[config.mk]
export PLATFORM = sky130hd
export DESIGN_NAME = cfc_framer
export DESIGN_NICKNAME = d
export VERILOG_FILES = /design/src/cfc_pkg.sv /design/src/cfc_fifo_if.sv /design/src/cfc_fifo.sv /design/src/cfc_framer.sv
export SDC_FILE = /design/constraint.sdc
export NUM_CORES = 1
export LEC_CHECK = 0
export ABC_AREA = 1
export BUFFER_PORTS_ARGS = -buffer_cell sky130_fd_sc_hd__buf_4
export CORE_MARGIN = 2
export CORE_UTILIZATION = 25
export CTS_CLUSTER_DIAMETER = 120
export DETAILED_ROUTE_END_ITERATION = 6
export MAX_ROUTING_LAYER = met4
export PLACE_DENSITY_LB_ADDON = 0.2
export SLEW_MARGIN = 20
export SYNTH_ARGS = -nofsm -noshare
export SYNTH_HDL_FRONTEND = slang
export SYNTH_SLANG_ARGS = --single-unit
[constraint.sdc]
create_clock -name clk -period 3.6 [get_ports clk]
set_clock_uncertainty 0.15 [all_clocks]
set_input_delay 0.72 -clock clk [delete_from_list [all_inputs] [get_ports clk]]
set_output_delay 0.72 -clock clk [all_outputs]
set_load 0.005 [all_outputs]
[src/cfc_pkg.sv]
package cfc_pkg;
   // communication schemes
   typedef enum logic [2:0] {
      CFC_SCH_TYPEF = 3'h0,
      CFC_SCH_TYPEB = 3'h1,
      CFC_SCH_ACT = 3'h2,
      CFC_SCH_PAS_INI = 3'h3,
      CFC_SCH_PAS_TGT = 3'h4
   } cfc_scheme_t;
   // rates
   typedef enum logic [1:0] {
      CFC_RATE_106 = 2'h0,
      CFC_RATE_212 = 2'h1,
      CFC_RATE_424 = 2'h2
   } cfc_rate_t;
   // bit coding applied on the air
   typedef enum logic [1:0] {
      CFC_COD_NRZ = 2'h0,
      CFC_COD_MANCH = 2'h1,
      CFC_COD_MILLER = 2'h2,
      CFC_COD_MMILLER = 2'h3
   } cfc_coding_t;
   localparam int CFC_PRE_BYTES = 6;
   localparam logic [7:0] CFC_PRE_BYTE = 8'h00;
   localparam logic [7:0] CFC_SYNC0 = 8'hB2;
   localparam logic [7:0] CFC_SYNC1 = 8'h4D;
   localparam logic [15:0] CFC_CRC_INIT = 16'h0000;
   localparam logic [15:0] CFC_CRC_POLY = 16'h1021;
   localparam int CFC_CAR_106 = 128;
   localparam int CFC_CAR_212 = 64;
   localparam int CFC_CAR_424 = 32;
   localparam int CFC_SUBC_DIV = 16;
   localparam int CFC_FIFO_DEPTH = 64;
   // carrier cycles per bit for a rate
   function automatic logic [7:0] cfc_bit_cycles(input cfc_rate_t r);
      unique case (r)
         CFC_RATE_106: cfc_bit_cycles = 8'(CFC_CAR_106);
         CFC_RATE_212: cfc_bit_cycles = 8'(CFC_CAR_212);
         default: cfc_bit_cycles = 8'(CFC_CAR_424);
      endcase
   endfunction
   // crc step over one byte, msb first
   function automatic logic [15:0] cfc_crc_byte(input logic [15:0] c, input logic [7:0] b);
      logic [15:0] x;
      x = c;
      for (int i = 7; i >= 0; i--) begin
         if (x[15] ^ b[i]) begin
            x = {x[14:0], 1'b0} ^ CFC_CRC_POLY;
         end else begin
            x = {x[14:0], 1'b0};
         end
      end
      cfc_crc_byte = x;
   endfunction
endpackage

[src/cfc_fifo_if.sv]
`timescale 1ns/10ps
interface cfc_fifo_if;
   logic wr_valid;
   logic wr_ready;
   logic [7:0] wr_data;
   logic rd_valid;
   logic rd_ready;
   logic [7:0] rd_data;
   logic flush;
   modport fifo (input wr_valid, wr_data, rd_ready, flush, output wr_ready, rd_valid, rd_data);
   modport user (output wr_valid, wr_data, rd_ready, flush, input wr_ready, rd_valid, rd_data);
endinterface

[src/cfc_fifo.sv]
`timescale 1ns/10ps
module cfc_fifo #(
   parameter int DEPTH = cfc_pkg::CFC_FIFO_DEPTH
) (
   input wire logic clk,
   input wire logic resetn,
   cfc_fifo_if.fifo f
);
   localparam int AW = $clog2(DEPTH);
   logic [7:0] mem [DEPTH];
   logic [AW-1:0] wp_q, wp_d, rp_q, rp_d;
   logic [AW:0] cnt_q, cnt_d;
   logic do_wr, do_rd;
   assign f.wr_ready = (cnt_q != (AW+1)'(DEPTH));
   assign f.rd_valid = (cnt_q != '0);
   assign f.rd_data = mem[rp_q];
   assign do_wr = f.wr_valid && f.wr_ready;
   assign do_rd = f.rd_valid && f.rd_ready;
   always_comb begin
      wp_d = wp_q;
      rp_d = rp_q;
      cnt_d = cnt_q;
      if (f.flush) begin
         wp_d = '0;
         rp_d = '0;
         cnt_d = '0;
      end else begin
         if (do_wr) wp_d = wp_q + 1'b1;
         if (do_rd) rp_d = rp_q + 1'b1;
         cnt_d = cnt_q + (AW+1)'(do_wr) - (AW+1)'(do_rd);
      end
   end
   always_ff @(posedge clk or negedge resetn) begin
      if (!resetn) begin
         wp_q <= '0;
         rp_q <= '0;
         cnt_q <= '0;
      end else begin
         wp_q <= wp_d;
         rp_q <= rp_d;
         cnt_q <= cnt_d;
      end
   end
   // storage has no reset; contents are don't-care until written
   always_ff @(posedge clk) begin
      if (do_wr && !f.flush) mem[wp_q] <= f.wr_data;
   end
endmodule // cfc_fifo

[src/cfc_framer.sv]
`timescale 1ns/10ps
// Behaviour
// - type F sends six zero preamble bytes
// - sync word B2h then 4Dh follows
// - length byte counts payload plus itself
// - type F crc computed msb first
// - crc register starts at zero
// - preamble and sync made by hardware
// - crc appended after last payload byte
// - type F Manchester, 64 or 32 cycles
// - type B NRZ-L out, BPSK in
// - type B layers two, three in firmware
// - active: Miller 106, Manchester faster
// - passive: modified Miller out, Manchester back
// - initiator makes field, target answers
// - all modes, rates, either role; type F has no 106 rate and runs it at 212
// - one 64-byte fifo both directions
module cfc_framer (
   input wire logic clk,
   input wire logic resetn,
   input wire logic [2:0] scheme,
   input wire logic [1:0] rate,
   input wire logic initiator,
   input wire logic tx_start,
   input wire logic rx_start,
   input wire logic fw_wr_valid,
   input wire logic [7:0] fw_wr_data,
   output logic fw_wr_ready,
   input wire logic fw_rd_ready,
   output logic fw_rd_valid,
   output logic [7:0] fw_rd_data,
   output logic tx_bit_valid,
   output logic tx_bit,
   input wire logic tx_bit_ready,
   input wire logic rx_bit_valid,
   input wire logic rx_bit,
   input wire logic rx_end,
   output logic [1:0] tx_coding,
   output logic [1:0] rx_coding,
   output logic [7:0] bit_cycles,
   output logic rx_subcarrier,
   output logic rx_bpsk,
   output logic field_on,
   output logic busy,
   output logic done,
   output logic crc_error
);
   typedef enum logic [2:0] {
      CFC_IDLE = 3'h0,
      CFC_TX_HDR = 3'h1,
      CFC_TX_BODY = 3'h3,
      CFC_TX_CRC = 3'h2,
      CFC_RX_HUNT = 3'h6,
      CFC_RX_BODY = 3'h7
   } cfc_state_t;
   cfc_fifo_if fi ();
   cfc_fifo #(.DEPTH(cfc_pkg::CFC_FIFO_DEPTH)) u_fifo (.clk(clk), .resetn(resetn), .f(fi));
   cfc_state_t st_q, st_d;
   logic [7:0] sh_q, sh_d;
   logic [2:0] bit_q, bit_d;
   logic [3:0] idx_q, idx_d;
   logic [7:0] left_q, left_d;
   logic [15:0] crc_q, crc_d;
   logic [15:0] hunt_q, hunt_d;
   logic first_q, first_d;
   logic done_d, err_d, done_q, err_q;
   logic is_f;
   cfc_pkg::cfc_scheme_t sch;
   cfc_pkg::cfc_rate_t rt;
   assign sch = cfc_pkg::cfc_scheme_t'(scheme);
   assign rt = cfc_pkg::cfc_rate_t'(rate);
   assign is_f = (sch == cfc_pkg::CFC_SCH_TYPEF);
   ////////////////////////////////////////////////////////////////////////////
   // coding selection per scheme, rate and role
   always_comb begin
      tx_coding = cfc_pkg::CFC_COD_MANCH;
      rx_coding = cfc_pkg::CFC_COD_MANCH;
      rx_subcarrier = 1'b0;
      rx_bpsk = 1'b0;
      unique case (sch)
         cfc_pkg::CFC_SCH_TYPEF: tx_coding = cfc_pkg::CFC_COD_MANCH;
         cfc_pkg::CFC_SCH_TYPEB: begin
            tx_coding = cfc_pkg::CFC_COD_NRZ;
            rx_coding = cfc_pkg::CFC_COD_NRZ;
            rx_subcarrier = 1'b1;
            rx_bpsk = 1'b1;
         end
         cfc_pkg::CFC_SCH_ACT: begin
            tx_coding = (rt == cfc_pkg::CFC_RATE_106) ? cfc_pkg::CFC_COD_MILLER
                                                      : cfc_pkg::CFC_COD_MANCH;
            rx_coding = tx_coding;
         end
         cfc_pkg::CFC_SCH_PAS_INI, cfc_pkg::CFC_SCH_PAS_TGT: begin
            if (initiator) begin
               tx_coding = cfc_pkg::CFC_COD_MMILLER;
               rx_coding = cfc_pkg::CFC_COD_MANCH;
               rx_subcarrier = (rt == cfc_pkg::CFC_RATE_106);
            end else begin
               tx_coding = cfc_pkg::CFC_COD_MANCH;
               rx_coding = cfc_pkg::CFC_COD_MMILLER;
            end
         end
         default: tx_coding = cfc_pkg::CFC_COD_MANCH;
      endcase
   end
   // type F has no 106 rate; fall back to 212
   assign bit_cycles = (is_f && rt == cfc_pkg::CFC_RATE_106) ?
                       cfc_pkg::cfc_bit_cycles(cfc_pkg::CFC_RATE_212) :
                       cfc_pkg::cfc_bit_cycles(rt);
   // field: initiator always, target only in active mode and while busy sending or receiving
   assign field_on = initiator || (sch == cfc_pkg::CFC_SCH_ACT && busy);
   ////////////////////////////////////////////////////////////////////////////
   // frame sequencer
   assign tx_bit = sh_q[7]; // msb first on the wire
   assign tx_bit_valid = (st_q == CFC_TX_HDR) || (st_q == CFC_TX_BODY) || (st_q == CFC_TX_CRC);
   assign busy = (st_q != CFC_IDLE);
   assign done = done_q;
   assign crc_error = err_q;

   always_comb begin
      st_d = st_q;
      sh_d = sh_q;
      bit_d = bit_q;
      idx_d = idx_q;
      left_d = left_q;
      crc_d = crc_q;
      hunt_d = hunt_q;
      first_d = first_q;
      done_d = 1'b0;
      err_d = err_q;
      fi.rd_ready = 1'b0;
      fi.wr_valid = 1'b0;
      fi.wr_data = sh_q;
      fi.flush = 1'b0;
      fw_wr_ready = 1'b0;
      fw_rd_valid = 1'b0;
      fw_rd_data = fi.rd_data;
      unique case (st_q)
         CFC_IDLE: begin
            // firmware owns the fifo while idle; only length and payload go in
            fi.wr_valid = fw_wr_valid;
            fi.wr_data = fw_wr_data;
            fw_wr_ready = fi.wr_ready;
            fi.rd_ready = fw_rd_ready;
            fw_rd_valid = fi.rd_valid;
            if (tx_start && fi.rd_valid) begin
               err_d = 1'b0;
               bit_d = '0;
               crc_d = cfc_pkg::CFC_CRC_INIT;
               first_d = 1'b1;
               if (is_f) begin
                  st_d = CFC_TX_HDR;
                  idx_d = '0;
                  sh_d = cfc_pkg::CFC_PRE_BYTE;
               end else begin
                  st_d = CFC_TX_BODY;
                  sh_d = fi.rd_data;
                  fi.rd_ready = 1'b1;
               end
            end else if (rx_start) begin
               fi.flush = 1'b1;
               err_d = 1'b0;
               bit_d = '0;
               hunt_d = '0;
               first_d = 1'b1;
               crc_d = cfc_pkg::CFC_CRC_INIT;
               st_d = is_f ? CFC_RX_HUNT : CFC_RX_BODY;
            end
         end
         CFC_TX_HDR: begin
            if (tx_bit_ready) begin
               sh_d = {sh_q[6:0], 1'b0};
               bit_d = bit_q + 3'h1;
               if (bit_q == 3'h7) begin
                  idx_d = idx_q + 4'h1;
                  if (idx_q == 4'(cfc_pkg::CFC_PRE_BYTES - 1)) begin
                     sh_d = cfc_pkg::CFC_SYNC0;
                  end else if (idx_q == 4'(cfc_pkg::CFC_PRE_BYTES)) begin
                     sh_d = cfc_pkg::CFC_SYNC1;
                  end else if (idx_q == 4'(cfc_pkg::CFC_PRE_BYTES + 1)) begin
                     st_d = CFC_TX_BODY;
                     sh_d = fi.rd_data;
                     fi.rd_ready = 1'b1;
                     crc_d = cfc_pkg::cfc_crc_byte(crc_q, fi.rd_data);
                  end else begin
                     sh_d = cfc_pkg::CFC_PRE_BYTE;
                  end
               end
            end
         end
         CFC_TX_BODY: begin
            if (tx_bit_ready) begin
               sh_d = {sh_q[6:0], 1'b0};
               bit_d = bit_q + 3'h1;
               if (bit_q == 3'h7) begin
                  if (fi.rd_valid) begin
                     sh_d = fi.rd_data;
                     fi.rd_ready = 1'b1;
                     crc_d = cfc_pkg::cfc_crc_byte(crc_q, fi.rd_data);
                  end else if (is_f) begin
                     st_d = CFC_TX_CRC;
                     idx_d = '0;
                     sh_d = crc_d[15:8];
                  end else begin
                     st_d = CFC_IDLE;
                     done_d = 1'b1;
                  end
               end
            end
         end
         CFC_TX_CRC: begin
            if (tx_bit_ready) begin
               sh_d = {sh_q[6:0], 1'b0};
               bit_d = bit_q + 3'h1;
               if (bit_q == 3'h7) begin
                  idx_d = idx_q + 4'h1;
                  sh_d = crc_q[7:0];
                  if (idx_q[0]) begin
                     st_d = CFC_IDLE;
                     done_d = 1'b1;
                  end
               end
            end
         end
         CFC_RX_HUNT: begin
            // preamble and sync are dropped, never stored
            if (rx_bit_valid) begin
               hunt_d = {hunt_q[14:0], rx_bit};
               if ({hunt_q[14:0], rx_bit} == {cfc_pkg::CFC_SYNC0, cfc_pkg::CFC_SYNC1}) begin
                  st_d = CFC_RX_BODY;
                  bit_d = '0;
               end
            end
            if (rx_end) begin
               st_d = CFC_IDLE;
               err_d = 1'b1;
               done_d = 1'b1;
            end
         end
         CFC_RX_BODY: begin
            if (rx_bit_valid) begin
               sh_d = {sh_q[6:0], rx_bit};
               bit_d = bit_q + 3'h1;
               if (bit_q == 3'h7) begin
                  fi.wr_valid = 1'b1;
                  fi.wr_data = {sh_q[6:0], rx_bit};
                  first_d = 1'b0;
                  if (is_f) begin
                     crc_d = cfc_pkg::cfc_crc_byte(crc_q, {sh_q[6:0], rx_bit});
                     // length counts itself, plus two trailing crc bytes
                     left_d = first_q ? ({sh_q[6:0], rx_bit} + 8'h01) : left_q - 8'h01;
                     if (!first_q && left_q == 8'h01) begin
                        st_d = CFC_IDLE;
                        done_d = 1'b1;
                        err_d = (crc_d != 16'h0000);
                     end
                  end
                  if (!fi.wr_ready) err_d = 1'b1;
               end
            end
            if (rx_end && st_d != CFC_IDLE) begin
               st_d = CFC_IDLE;
               done_d = 1'b1;
               err_d = err_q || is_f;
            end
         end
         default: st_d = CFC_IDLE;
      endcase
   end

   always_ff @(posedge clk or negedge resetn) begin
      if (!resetn) begin
         st_q <= CFC_IDLE;
         sh_q <= '0;
         bit_q <= '0;
         idx_q <= '0;
         left_q <= '0;
         crc_q <= cfc_pkg::CFC_CRC_INIT;
         hunt_q <= '0;
         first_q <= 1'b0;
         done_q <= 1'b0;
         err_q <= 1'b0;
      end else begin
         st_q <= st_d;
         sh_q <= sh_d;
         bit_q <= bit_d;
         idx_q <= idx_d;
         left_q <= left_d;
         crc_q <= crc_d;
         hunt_q <= hunt_d;
         first_q <= first_d;
         done_q <= done_d;
         err_q <= err_d;
      end
   end
endmodule // cfc_framer

==> results by group, run 1 <==
Drt
  • Highest metal used: met4
  • Routed Antenna Nets: 0
  • Met3 WL: 3.44 mm
  • Pre-antenna DRT Iters: 5
  • DR vias/cell: 4.61
  • Initial DRC count: 1571
  • Metal2 WL: 43.8 mm
  • Vias: 20700
  • WL/cell: 20.3 µm
  • WL final: 91.5 mm
  • M1 wire length: 42.3 mm
  • DRC viols: 0

Run status
  • Outcome: finished clean

Flow run
  • Max-cap violations: 0

Clock tree
  • Clock Tree Root: clkbuf_16
  • CTS tree: built
  • Clk buf depth: 3
  • Worst skew pair latency: 0.64 ns
  • CTS H-tree depth: 3
  • CTS Buf Count: 73
  • Clk slew on worst S/H paths: 0.06 ns
  • CTS sink cnt: 591

Yosys
  • Area contributors post-synth: edfxtp_1 56%, nand2_1 11%, dfrtp_1 7.2%
  • Sequential element share of the synthesized area: 0.633
  • Syn Area/Cell: 9.70 µm²
  • Mapped Cells: 2826
  • Top-area cell type share of the netlist area: 0.561
  • Number of synthesized flops with an enable pin: 512
  • Largest area contributor in the netlist: edfxtp_1
  • Yosys reg bits: 591
  • Fraction of registers with async set/reset: 0.134
  • Synth Flop Type: edfxtp_1
  • Unique masters post-synth: 48
  • Mapped cell area: 27400 µm²
  • Yosys Warn Count: 0

Power
  • Pwr dens: 975 nW/µm²
  • Peak VDD IR: 0.588 mV
  • Leak: 13.5 nW

STA
  • Max_slew headroom: 0.501
  • Setup ws final: 0.0494 ns
  • Total negative slack: 0 ns
  • Hold Fails Final Rpt: 0
  • Max-slew violations: 0
  • RSZ-0062 raised after global routing: yes
  • Final setup viols: 0
  • Crit share post-route: 0.986
  • Worst-Margin Slew: 0.749 ns
  • Fmax: 0.282 GHz
  • Final min period: 3.55 ns

Floorplanning
  • Initial core utilization: 0.252
  • Num rows: 121
  • Die ar.: 112000 µm²
  • Die Ht: 335 µm
  • I/O Pins: 54
  • Die width: 335 µm
  • Core area: 109000 µm²

Placed design
  • Worst slack, placed: 0.0270 ns
  • Routability cong.: 0.861
  • DP Area: 30400 µm²
  • Dpl hpwl: 53.6 mm
  • IO Port Bufs: 48

Cells and area
  • Fill cells: 11100
  • Ant diodes: 0
  • Multi-input logic area: 9010 µm²
  • Finished Cell Area: 34200 µm²
  • Most frequent cells in the layout: 771 x nand2_1, 512 x edfxtp_1, 306 x nor2_1
  • Commonest non-fill, non-tap cell in the layout: nand2_1
  • Synthesis-to-layout area growth: 24.6%
  • Area occupied by registers: 17400 µm²
  • Layout cells sized above 1: 0.158
  • Final #Nets: 3069

Worst setup path
  • Critical path type: reg2out
  • Critical path peak fanout: 7
  • Critical Path Sink Type: primary output
  • Critical Path RT: 2.73 ns
  • Crit path DAT: 2.68 ns
  • Worst setup SP type: flop

Global route
  • Grt total ovfl: 0
  • Vias in the first global route: 20000
  • Initial antenna violation count: 1
  • First-pass GRT wire length: 134 mm
  • GRT Resource Usage Total: 0.163
  • Pin count of the biggest net entering global routing: 72

Hold path
  • Hold Path Class: in2reg
==> repair_timing <==
| action | CTS | global route |
|---|---|---|
| gates resized for setup | 95 | 69 |
| endpoints found under the hold margin | 39 | 0 |
| pin swaps | 9 | 23 |
| setup endpoints to repair | 8 | 9 |
| cloned | 11 | 6 |
| hold buffers | 1 | 0 |
| buffers inserted | 14 | 20 |
==> final timing paths <==
| path | startpoint | end | slack, ns | cells after the start |
|---|---|---|---|---|
| min in group asynchronous | resetn | hunt_q[4] | 0.50 | 2 |
| max reg2reg | u_fifo.cnt_q[2] | u_fifo.mem[61][3] | 0.34 | 16 |
| min | rx_end | done | 0.22 | 3 |
| max in group asynchronous | resetn | crc_q[10] | 2.00 | 3 |
| max | u_fifo.rp_q[1] | fw_rd_data[0] | 0.05 | 11 |
| min reg2reg | bit_q[2] | bit_q[2] | 0.34 | 2 |
==> flip-flops by register name (all words and copies together) (netlist names) <==
register / flops
bit_q: 3
done: 1
u_fifo.rp_q: 6
u_fifo.cnt_q: 7
st_q: 3
u_fifo.wp_q: 6
idx_q: 4
sh_q: 8
crc_error: 1
hunt_q: 15
u_fifo.mem: 512
first_q: 1
crc_q: 16
left_q: 8
==> cells in the mapped netlist (5+ instances only) <==
cell,n
xor2_1,16
nand2_2,12
a21oi_1,94
inv_1,227
edfxtp_1,512
nand4_1,13
a22oi_1,15
nand2_1,788
o211ai_1,24
buf_1,10
nor3_1,17
nand3_1,330
ha_1,19
o21ai_0,146
buf_2,59
nor2_1,314
nor4_1,5
buf_4,21
dfrtp_1,79
inv_2,7
xnor2_1,14
a31oi_1,9
clkbuf_1,41
o22ai_1,9
buf_6,7
==> per-stage QoR <==
stage                util  hold WS [ns]  cells  power (W)
floorplan               -         0.274   2830     0.0181
global placement    0.279         0.331   4314     0.0240
detailed placement  0.279         0.340   4314     0.0240
CTS                 0.309         0.182   4472     0.0329
global route        0.314         0.211   4496     0.0353
finish              0.314         0.216   4496     0.0333
==> kinds of logic after synthesis <==
logic type               Yosys count  share of synthesized area
flip-flops                       591                      0.633
adder cells (fa/ha/maj)           20                    0.00940
AND/OR/NAND/NOR                 1490                      0.225
XOR/XNOR                          30                    0.00958
buffers and inverters            377                     0.0591
AO/OA/AOI/OAI                    317                     0.0643
other                              1                   0.000137
==> area by class of cell <==
class | instances | area share
clock inverter | 41 | 0.0115
timing repair inverter | 2 | 0.000732
tap | 1414 | 0.0518
inverter | 238 | 0.0274
timing repair buffer | 257 | 0.0805
clock buffer | 91 | 0.0567
sequential | 591 | 0.508
multi-input combinational | 1862 | 0.264
==> power by group <==
part / total [W] / switching (W) / internal, W
Combinational: 0.0162 / 0.0110 / 0.00529
Sequential: 0.00983 / 0.000467 / 0.00936
Clock: 0.00726 / 0.00300 / 0.00426
==> metal layers <==
metal	GRT usage	up-vias
met1	0.219	10300
met2	0.261	429
met4	0.0399	0
met3	0.0223	121
met5	-	-
li1	-	9932
==> worst max-delay path, cell delays in order (launching register included) <==
cell,delay (ns)
dfrtp_4,0.58
clkinv_8,0.17
buf_16,0.19
buf_12,0.14
nor2_1,0.09
o21ai_1,0.09
a21oi_2,0.20
nor2_2,0.08
nand2_2,0.09
nand3_4,0.11
nand2_4,0.13
buf_4,0.12
Note: power is estimated with default switching activity, not from simulation.
==> run 2: changes to the inputs <==
--- a/config.mk
+++ b/config.mk
@@ -10,3 +10,3 @@
 export CORE_MARGIN = 2
-export CORE_UTILIZATION = 25
+export CORE_UTILIZATION = 49
 export CTS_CLUSTER_DIAMETER = 120
==> constraint.sdc (replaced) <==
create_clock -name clk -period 3.6 [get_ports clk]
set_clock_uncertainty 0.15 [all_clocks]
set_input_delay 0.54 -clock clk [delete_from_list [all_inputs] [get_ports clk]]
set_output_delay 0.54 -clock clk [all_outputs]
set_load 0.005 [all_outputs]
==> run 2 against run 1 <==
Wire length is 16% lower. Non-clock buffer count is 93 lower. First-iteration DRC count is 47% higher. Critical endpoint is now fw_rd_data[1]. Hold slack worse by 0.19 ns. Cell count is 17% lower.
==> results by group, run 2 (synthesis results as in run 1) <==
STA
  • Final setup viols: 0
  • Crit share post-route: 0.985
  • Max-slew violations: 0
  • Hold Fails Final Rpt: 0
  • Worst hold margin: 0.0237 ns
  • Max_slew headroom: 0.455
  • Final min period: 3.55 ns
  • Worst-Margin Slew: 0.815 ns
  • Fmax: 0.282 GHz

Clock tree
  • Worst skew pair latency: 0.64 ns
  • CTS H-tree depth: 2
  • Clk slew on worst S/H paths: 0.06 ns
  • Clk buf depth: 3
  • CTS Buf Count: 61
  • Clock Tree Root: clkbuf_16
  • CTS tree: built
  • CTS sink cnt: 591

Floorplanning
  • Die ar.: 57900 µm²
  • Initial core utilization: 0.497
  • I/O Pins: 54
  • Die width: 241 µm
  • Die Ht: 241 µm
  • Num rows: 86
  • Core area: 55200 µm²

Global route
  • First-pass GRT wire length: 115 mm
  • Grt total ovfl: 0
  • Vias in the first global route: 19800
  • Pin count of the biggest net entering global routing: 111
  • GRT Resource Usage Total: 0.270
  • Initial antenna violation count: 0

Drt
  • WL final: 76.4 mm
  • Pre-antenna DRT Iters: 6
  • DRC viols: 0
  • Initial DRC count: 2306
  • WL/cell: 20.5 µm
  • DR vias/cell: 5.59
  • Vias: 20800
  • Routed Antenna Nets: 0

Worst setup path
  • FF-to-FF Start: bit_q[0]
  • Worst setup SP type: flop
  • CP max-delay cell: dfrtp_4
  • Critical Path RT: 2.91 ns
  • Top cell by count, worst path: nand3_1
  • Critical path origin: u_fifo.rp_q[0]
  • Critical path type: reg2out
  • Critical Path Max Stage Delay: 0.51 ns
  • CP cell instances: buf_2 -> buf_4 -> clkbuf_16 -> nand2_1 -> o211ai_1 -> nand3_1 -> nand3_1 -> nand2_1 -> nand3_1 -> nand2_2 -> buf_4
  • Critical Path Sink Type: primary output
  • Crit path DAT: 2.86 ns
  • Critical path peak fanout: 27

Cells and area
  • Layout cells sized above 1: 0.105
  • Synthesis-to-layout area growth: 15.2%
  • Ant diodes: 0
  • Most frequent cells in the layout: 785 x nand2_1, 512 x edfxtp_1, 321 x nand3_1
  • Top flop regs: u_fifo.mem: 512 flops, crc_q: 16 flops, hunt_q: 15 flops
  • Max reg flops: 512
  • Final #Nets: 2963
  • Largest reg by FF count: u_fifo.mem
  • Commonest non-fill, non-tap cell in the layout: nand2_1
  • Fill cells: 4767

Power
  • Leak: 12.6 nW
  • Final Power: 0.0304 W
  • Peak VDD IR: 0.922 mV
  • Pwr dens: 963 nW/µm²

Placed design
  • Routability cong.: 0.961
  • Dpl hpwl: 47.0 mm
  • IO Port Bufs: 48

Flow run
  • Max-cap violations: 0

Hold path
  • Hold_sp: rx_end
  • Hold Path Class: in2reg

Run status
  • Outcome: finished clean
run 2: changes by cell type in the layout (fill, tap and decap cells not counted), sizes merged:
cell	previous run	this run
buf	248	158
clkbuf	96	80
clkinv	39	25
bufinv	6	12
clkinvlp	1	4
bufbuf	3	1
inv	235	236
run 2: repair_timing:
item | CTS | global route
buffers inserted | 0 | 12
cloned | 1 | 5
endpoints found under the setup margin | 8 | 9
hold endpoints to repair | 71 | 0
resized for setup | 8 | 32
hold buffers | 1 | 0
pin swaps | 0 | 6
run 2: path summary, 6_finish.rpt:
check                                         end  slack [ns]  cells past startpoint
min in group asynchronous               crc_q[14]        0.36                      2
worst min-delay path                         done        0.02                      3
worst max-delay path                fw_rd_data[1]        0.05                     11
max in group asynchronous                 sh_q[2]        2.32                      3
worst max register to register  u_fifo.mem[52][3]        0.31                     11
worst min register to register           bit_q[1]        0.36                      2
run 2: area by class of cell:
cell class,count,area [µm²],area share
flip-flops and latches,591,17400,0.550
multi-input cells,1862,8570,0.271
repair buffers,164,1630,0.0516
clock buffers,76,1600,0.0507
well taps,748,936,0.0296
inverters,238,925,0.0293
clock inverters,38,554,0.0175
repair inverters,1,11.3,0.000356
run 2: worst max-delay path: cells and delay by family, from the launching register on:
| family | cells | cell delay (ns) |
|---|---|---|
| and+or+nand+nor | 6 | 0.94 |
| buffers and inverters | 4 | 0.69 |
| DFF | 1 | 0.51 |
| AOI/OAI and AO/OA | 1 | 0.08 |
run 2: through the flow:
step / TNS [ns] / std cells / utilization / worst slack (ns) / cell area [µm²]
after detailed placement: 0 / 3585 / 0.525 / 0.0710 / 29000
after CTS: 0 / 3701 / 0.566 / 0.00529 / 31200
after global placement: 0 / 3585 / 0.525 / 0.119 / 29000
after floorplan: 0 / 2830 / - / 0.0513 / 27400
after global routing: -0.0480 / 3718 / 0.572 / -0.0281 / 31600
final: 0 / 3718 / 0.572 / 0.0528 / 31600
run 2: power breakdown:
group          internal (W)  total, W  switching [W]
combinational       0.00412    0.0139        0.00979
clock               0.00404   0.00674        0.00270
sequential          0.00936   0.00979       0.000427
total                0.0175    0.0304         0.0129
run 2: routing by layer:
| metal | track usage | wire length, µm |
|---|---|---|
| met1 | 0.374 | 32300 |
| met2 | 0.414 | 35500 |
| met3 | 0.0366 | 6240 |
| met4 | 0.0894 | 2350 |
| met5 | - | 0 |
==> run 3: changes to the inputs <==
SETUP_SLACK_MARGIN = 0.2   (was default)
==> run 3 against run 2 <==
Non-clock buffer count grew 31. Die area is the same. Flip-flop and latch count is the same. Total power grew 5.6%. Combinational power grew 13%. Highest routed layer unchanged. Global-route usage grew 0.93 points. The flow now finishes with violations (DRC). Sequential share of layout area shrank 1.7 points. Core utilization grew 1.8 points. Setup slack gained 0.12 ns.
==> results by group, run 3 (synthesis results as in run 1) <==
STA
  • Crit share post-route: 0.952
  • Final min period: 3.43 ns
  • Worst-Margin Slew: 0.866 ns
  • Fmax: 0.292 GHz
  • Total negative slack: 0 ns
  • Final setup viols: 0
  • Max_slew headroom: 0.423
  • RSZ-0062 raised after global routing: yes
  • Max-slew violations: 0
  • Hold Fails Final Rpt: 0

Floorplanning
  • Die Ht: 241 µm
  • I/O Pins: 54
  • Die width: 241 µm
  • Die ar.: 57900 µm²
  • Core area: 55200 µm²
  • Initial core utilization: 0.497
  • Num rows: 86

Worst setup path
  • FF-to-FF Start: st_q[2]
  • Critical Path Max Stage Delay: 0.71 ns
  • Critical Path Sink Type: flop
  • Critical Path RT: 3.72 ns
  • Crit path DAT: 3.55 ns
  • Top delay family on crit path: simple AND/OR/NAND/NOR gates
  • CP max-delay cell: nor2_1
  • Critical path origin: st_q[2]
  • Reg2reg path depth: 10
  • Worst setup SP type: flop
  • CP cell instances: buf_4 -> nor2_1 -> nand2_2 -> inv_1 -> nand2_1 -> a21oi_2 -> nand2_1 -> inv_1 -> nand2_1 -> nor2_1
  • CP Depth: 10
  • WP buf/inv: 3
  • Crit path to: u_fifo.mem[28][7]
  • Worst R2R Setup Slack: 0.17 ns
  • RR Endpoint: u_fifo.mem[28][7]
  • Top cell by count, worst path: nand2_1
  • Critical path peak fanout: 12
  • Critical path type: reg2reg

Clock tree
  • CTS Buf Count: 61
  • Worst skew pair latency: 0.65 ns
  • CTS sink cnt: 591
  • CTS H-tree depth: 2
  • CTS tree: built
  • Clk buf depth: 3
  • Clk slew on worst S/H paths: 0.06 ns
  • Clock Tree Root: clkbuf_16

Cells and area
  • Ant diodes: 0
  • Multi-input logic area: 9010 µm²
  • Synthesis-to-layout area growth: 18.8%
  • Layout cells sized above 1: 0.149
  • Max reg flops: 512
  • Most frequent cells in the layout: 764 x nand2_1, 512 x edfxtp_1, 302 x nand3_1
  • Final #Nets: 2995
  • Fill cells: 4556
  • Area occupied by registers: 17400 µm²
  • Largest reg by FF count: u_fifo.mem
  • Cell Count, Final, Fillers Out: 3752
  • Top flop regs: u_fifo.mem: 512 flops, crc_q: 16 flops, hunt_q: 15 flops
  • Commonest non-fill, non-tap cell in the layout: nand2_1

Global route
  • Met1 usage: 0.363
  • Met2 usage: 0.438
  • Vias in the first global route: 20200
  • GRT met3 Usage: 0.0570
  • GRT Resource Usage Total: 0.279
  • First-pass GRT wire length: 118 mm
  • Global routing's busiest layer: met2
  • Initial antenna violation count: 0
  • Pin count of the biggest net entering global routing: 93
  • Grt total ovfl: 0

Power
  • Leak: 12.9 nW
  • Pwr dens: 987 nW/µm²
  • Final Power: 0.0321 W
  • Peak VDD IR: 0.826 mV

Run status
  • Failing checks: DRC
  • Outcome: finished with violations

Placed design
  • IO Port Bufs: 48
  • Dpl hpwl: 47.2 mm
  • Cells after DPL: 3576
  • Routability cong.: 0.960

Drt
  • Vias: 21100
  • DRC viols: 4
  • Routed Antenna Nets: 0
  • DR vias/cell: 5.62
  • WL final: 80.3 mm
  • Pre-antenna DRT Iters: 7
  • WL/cell: 21.4 µm
  • Initial DRC count: 2151

Hold path
  • Hold Path Class: in2reg

Flow run
  • Max-cap violations: 0
run 3: worst min-delay path by stage:
stage / to / depth (start not counted) / startpoint
after floorplan: bit_q[0] / 0 / resetn
after global placement: bit_q[1] / 2 / bit_q[1]
after detailed placement: bit_q[1] / 2 / bit_q[1]
after CTS: done / 3 / tx_bit_ready
after global routing: done / 3 / rx_end
final: done / 3 / tx_bit_ready
run 3: report_power, final:
part / total [W] / leakage, nW / internal, W / switching, W
registers: 0.00983 / 5.62 / 0.00936 / 0.000471
clock network: 0.00661 / 1.01 / 0.00382 / 0.00279
logic: 0.0157 / 6.31 / 0.00515 / 0.0106
total: 0.0321 / 12.9 / 0.0183 / 0.0138
run 3: repair_timing:
item	CTS	global route
cloned	8	10
gates resized for setup	68	115
setup buffers	23	18
hold endpoints to repair	39	0
setup endpoints to repair	9	276
pin swaps	16	43
hold buffers	1	0
run 3: area by class of cell:
cell class,count,area share
well taps,748,0.0287
inverters,238,0.0290
clock buffers,66,0.0481
clock inverters,50,0.0167
repair inverters,2,0.000768
repair buffers,195,0.0671
multi-input cells,1862,0.277
flip-flops and latches,591,0.533
run 3: metal layers:
layer | wire length [µm] | up-vias
met2 | 38500 | 936
met1 | 32900 | 10200
met4 | 2440 | 0
met3 | 6410 | 154
met5 | 0 | -
li1 | - | 9794
run 3: worst min-delay path, stage by stage:
cell     delay, ns
buf_4         0.10
nand4_1       0.09
nand2_1       0.08
run 3: stage by stage:
step	util	area (µm²)	hold slack (ns)	setup slack [ns]
final	0.590	32600	0.0524	0.171
after global routing	0.590	32600	0.0563	0.0103
after CTS	0.576	31800	0.0146	0.167
after detailed placement	0.525	29000	0.342	0.0453
after global placement	0.525	29000	0.325	0.0919
after floorplan	-	27500	0.0944	0.181
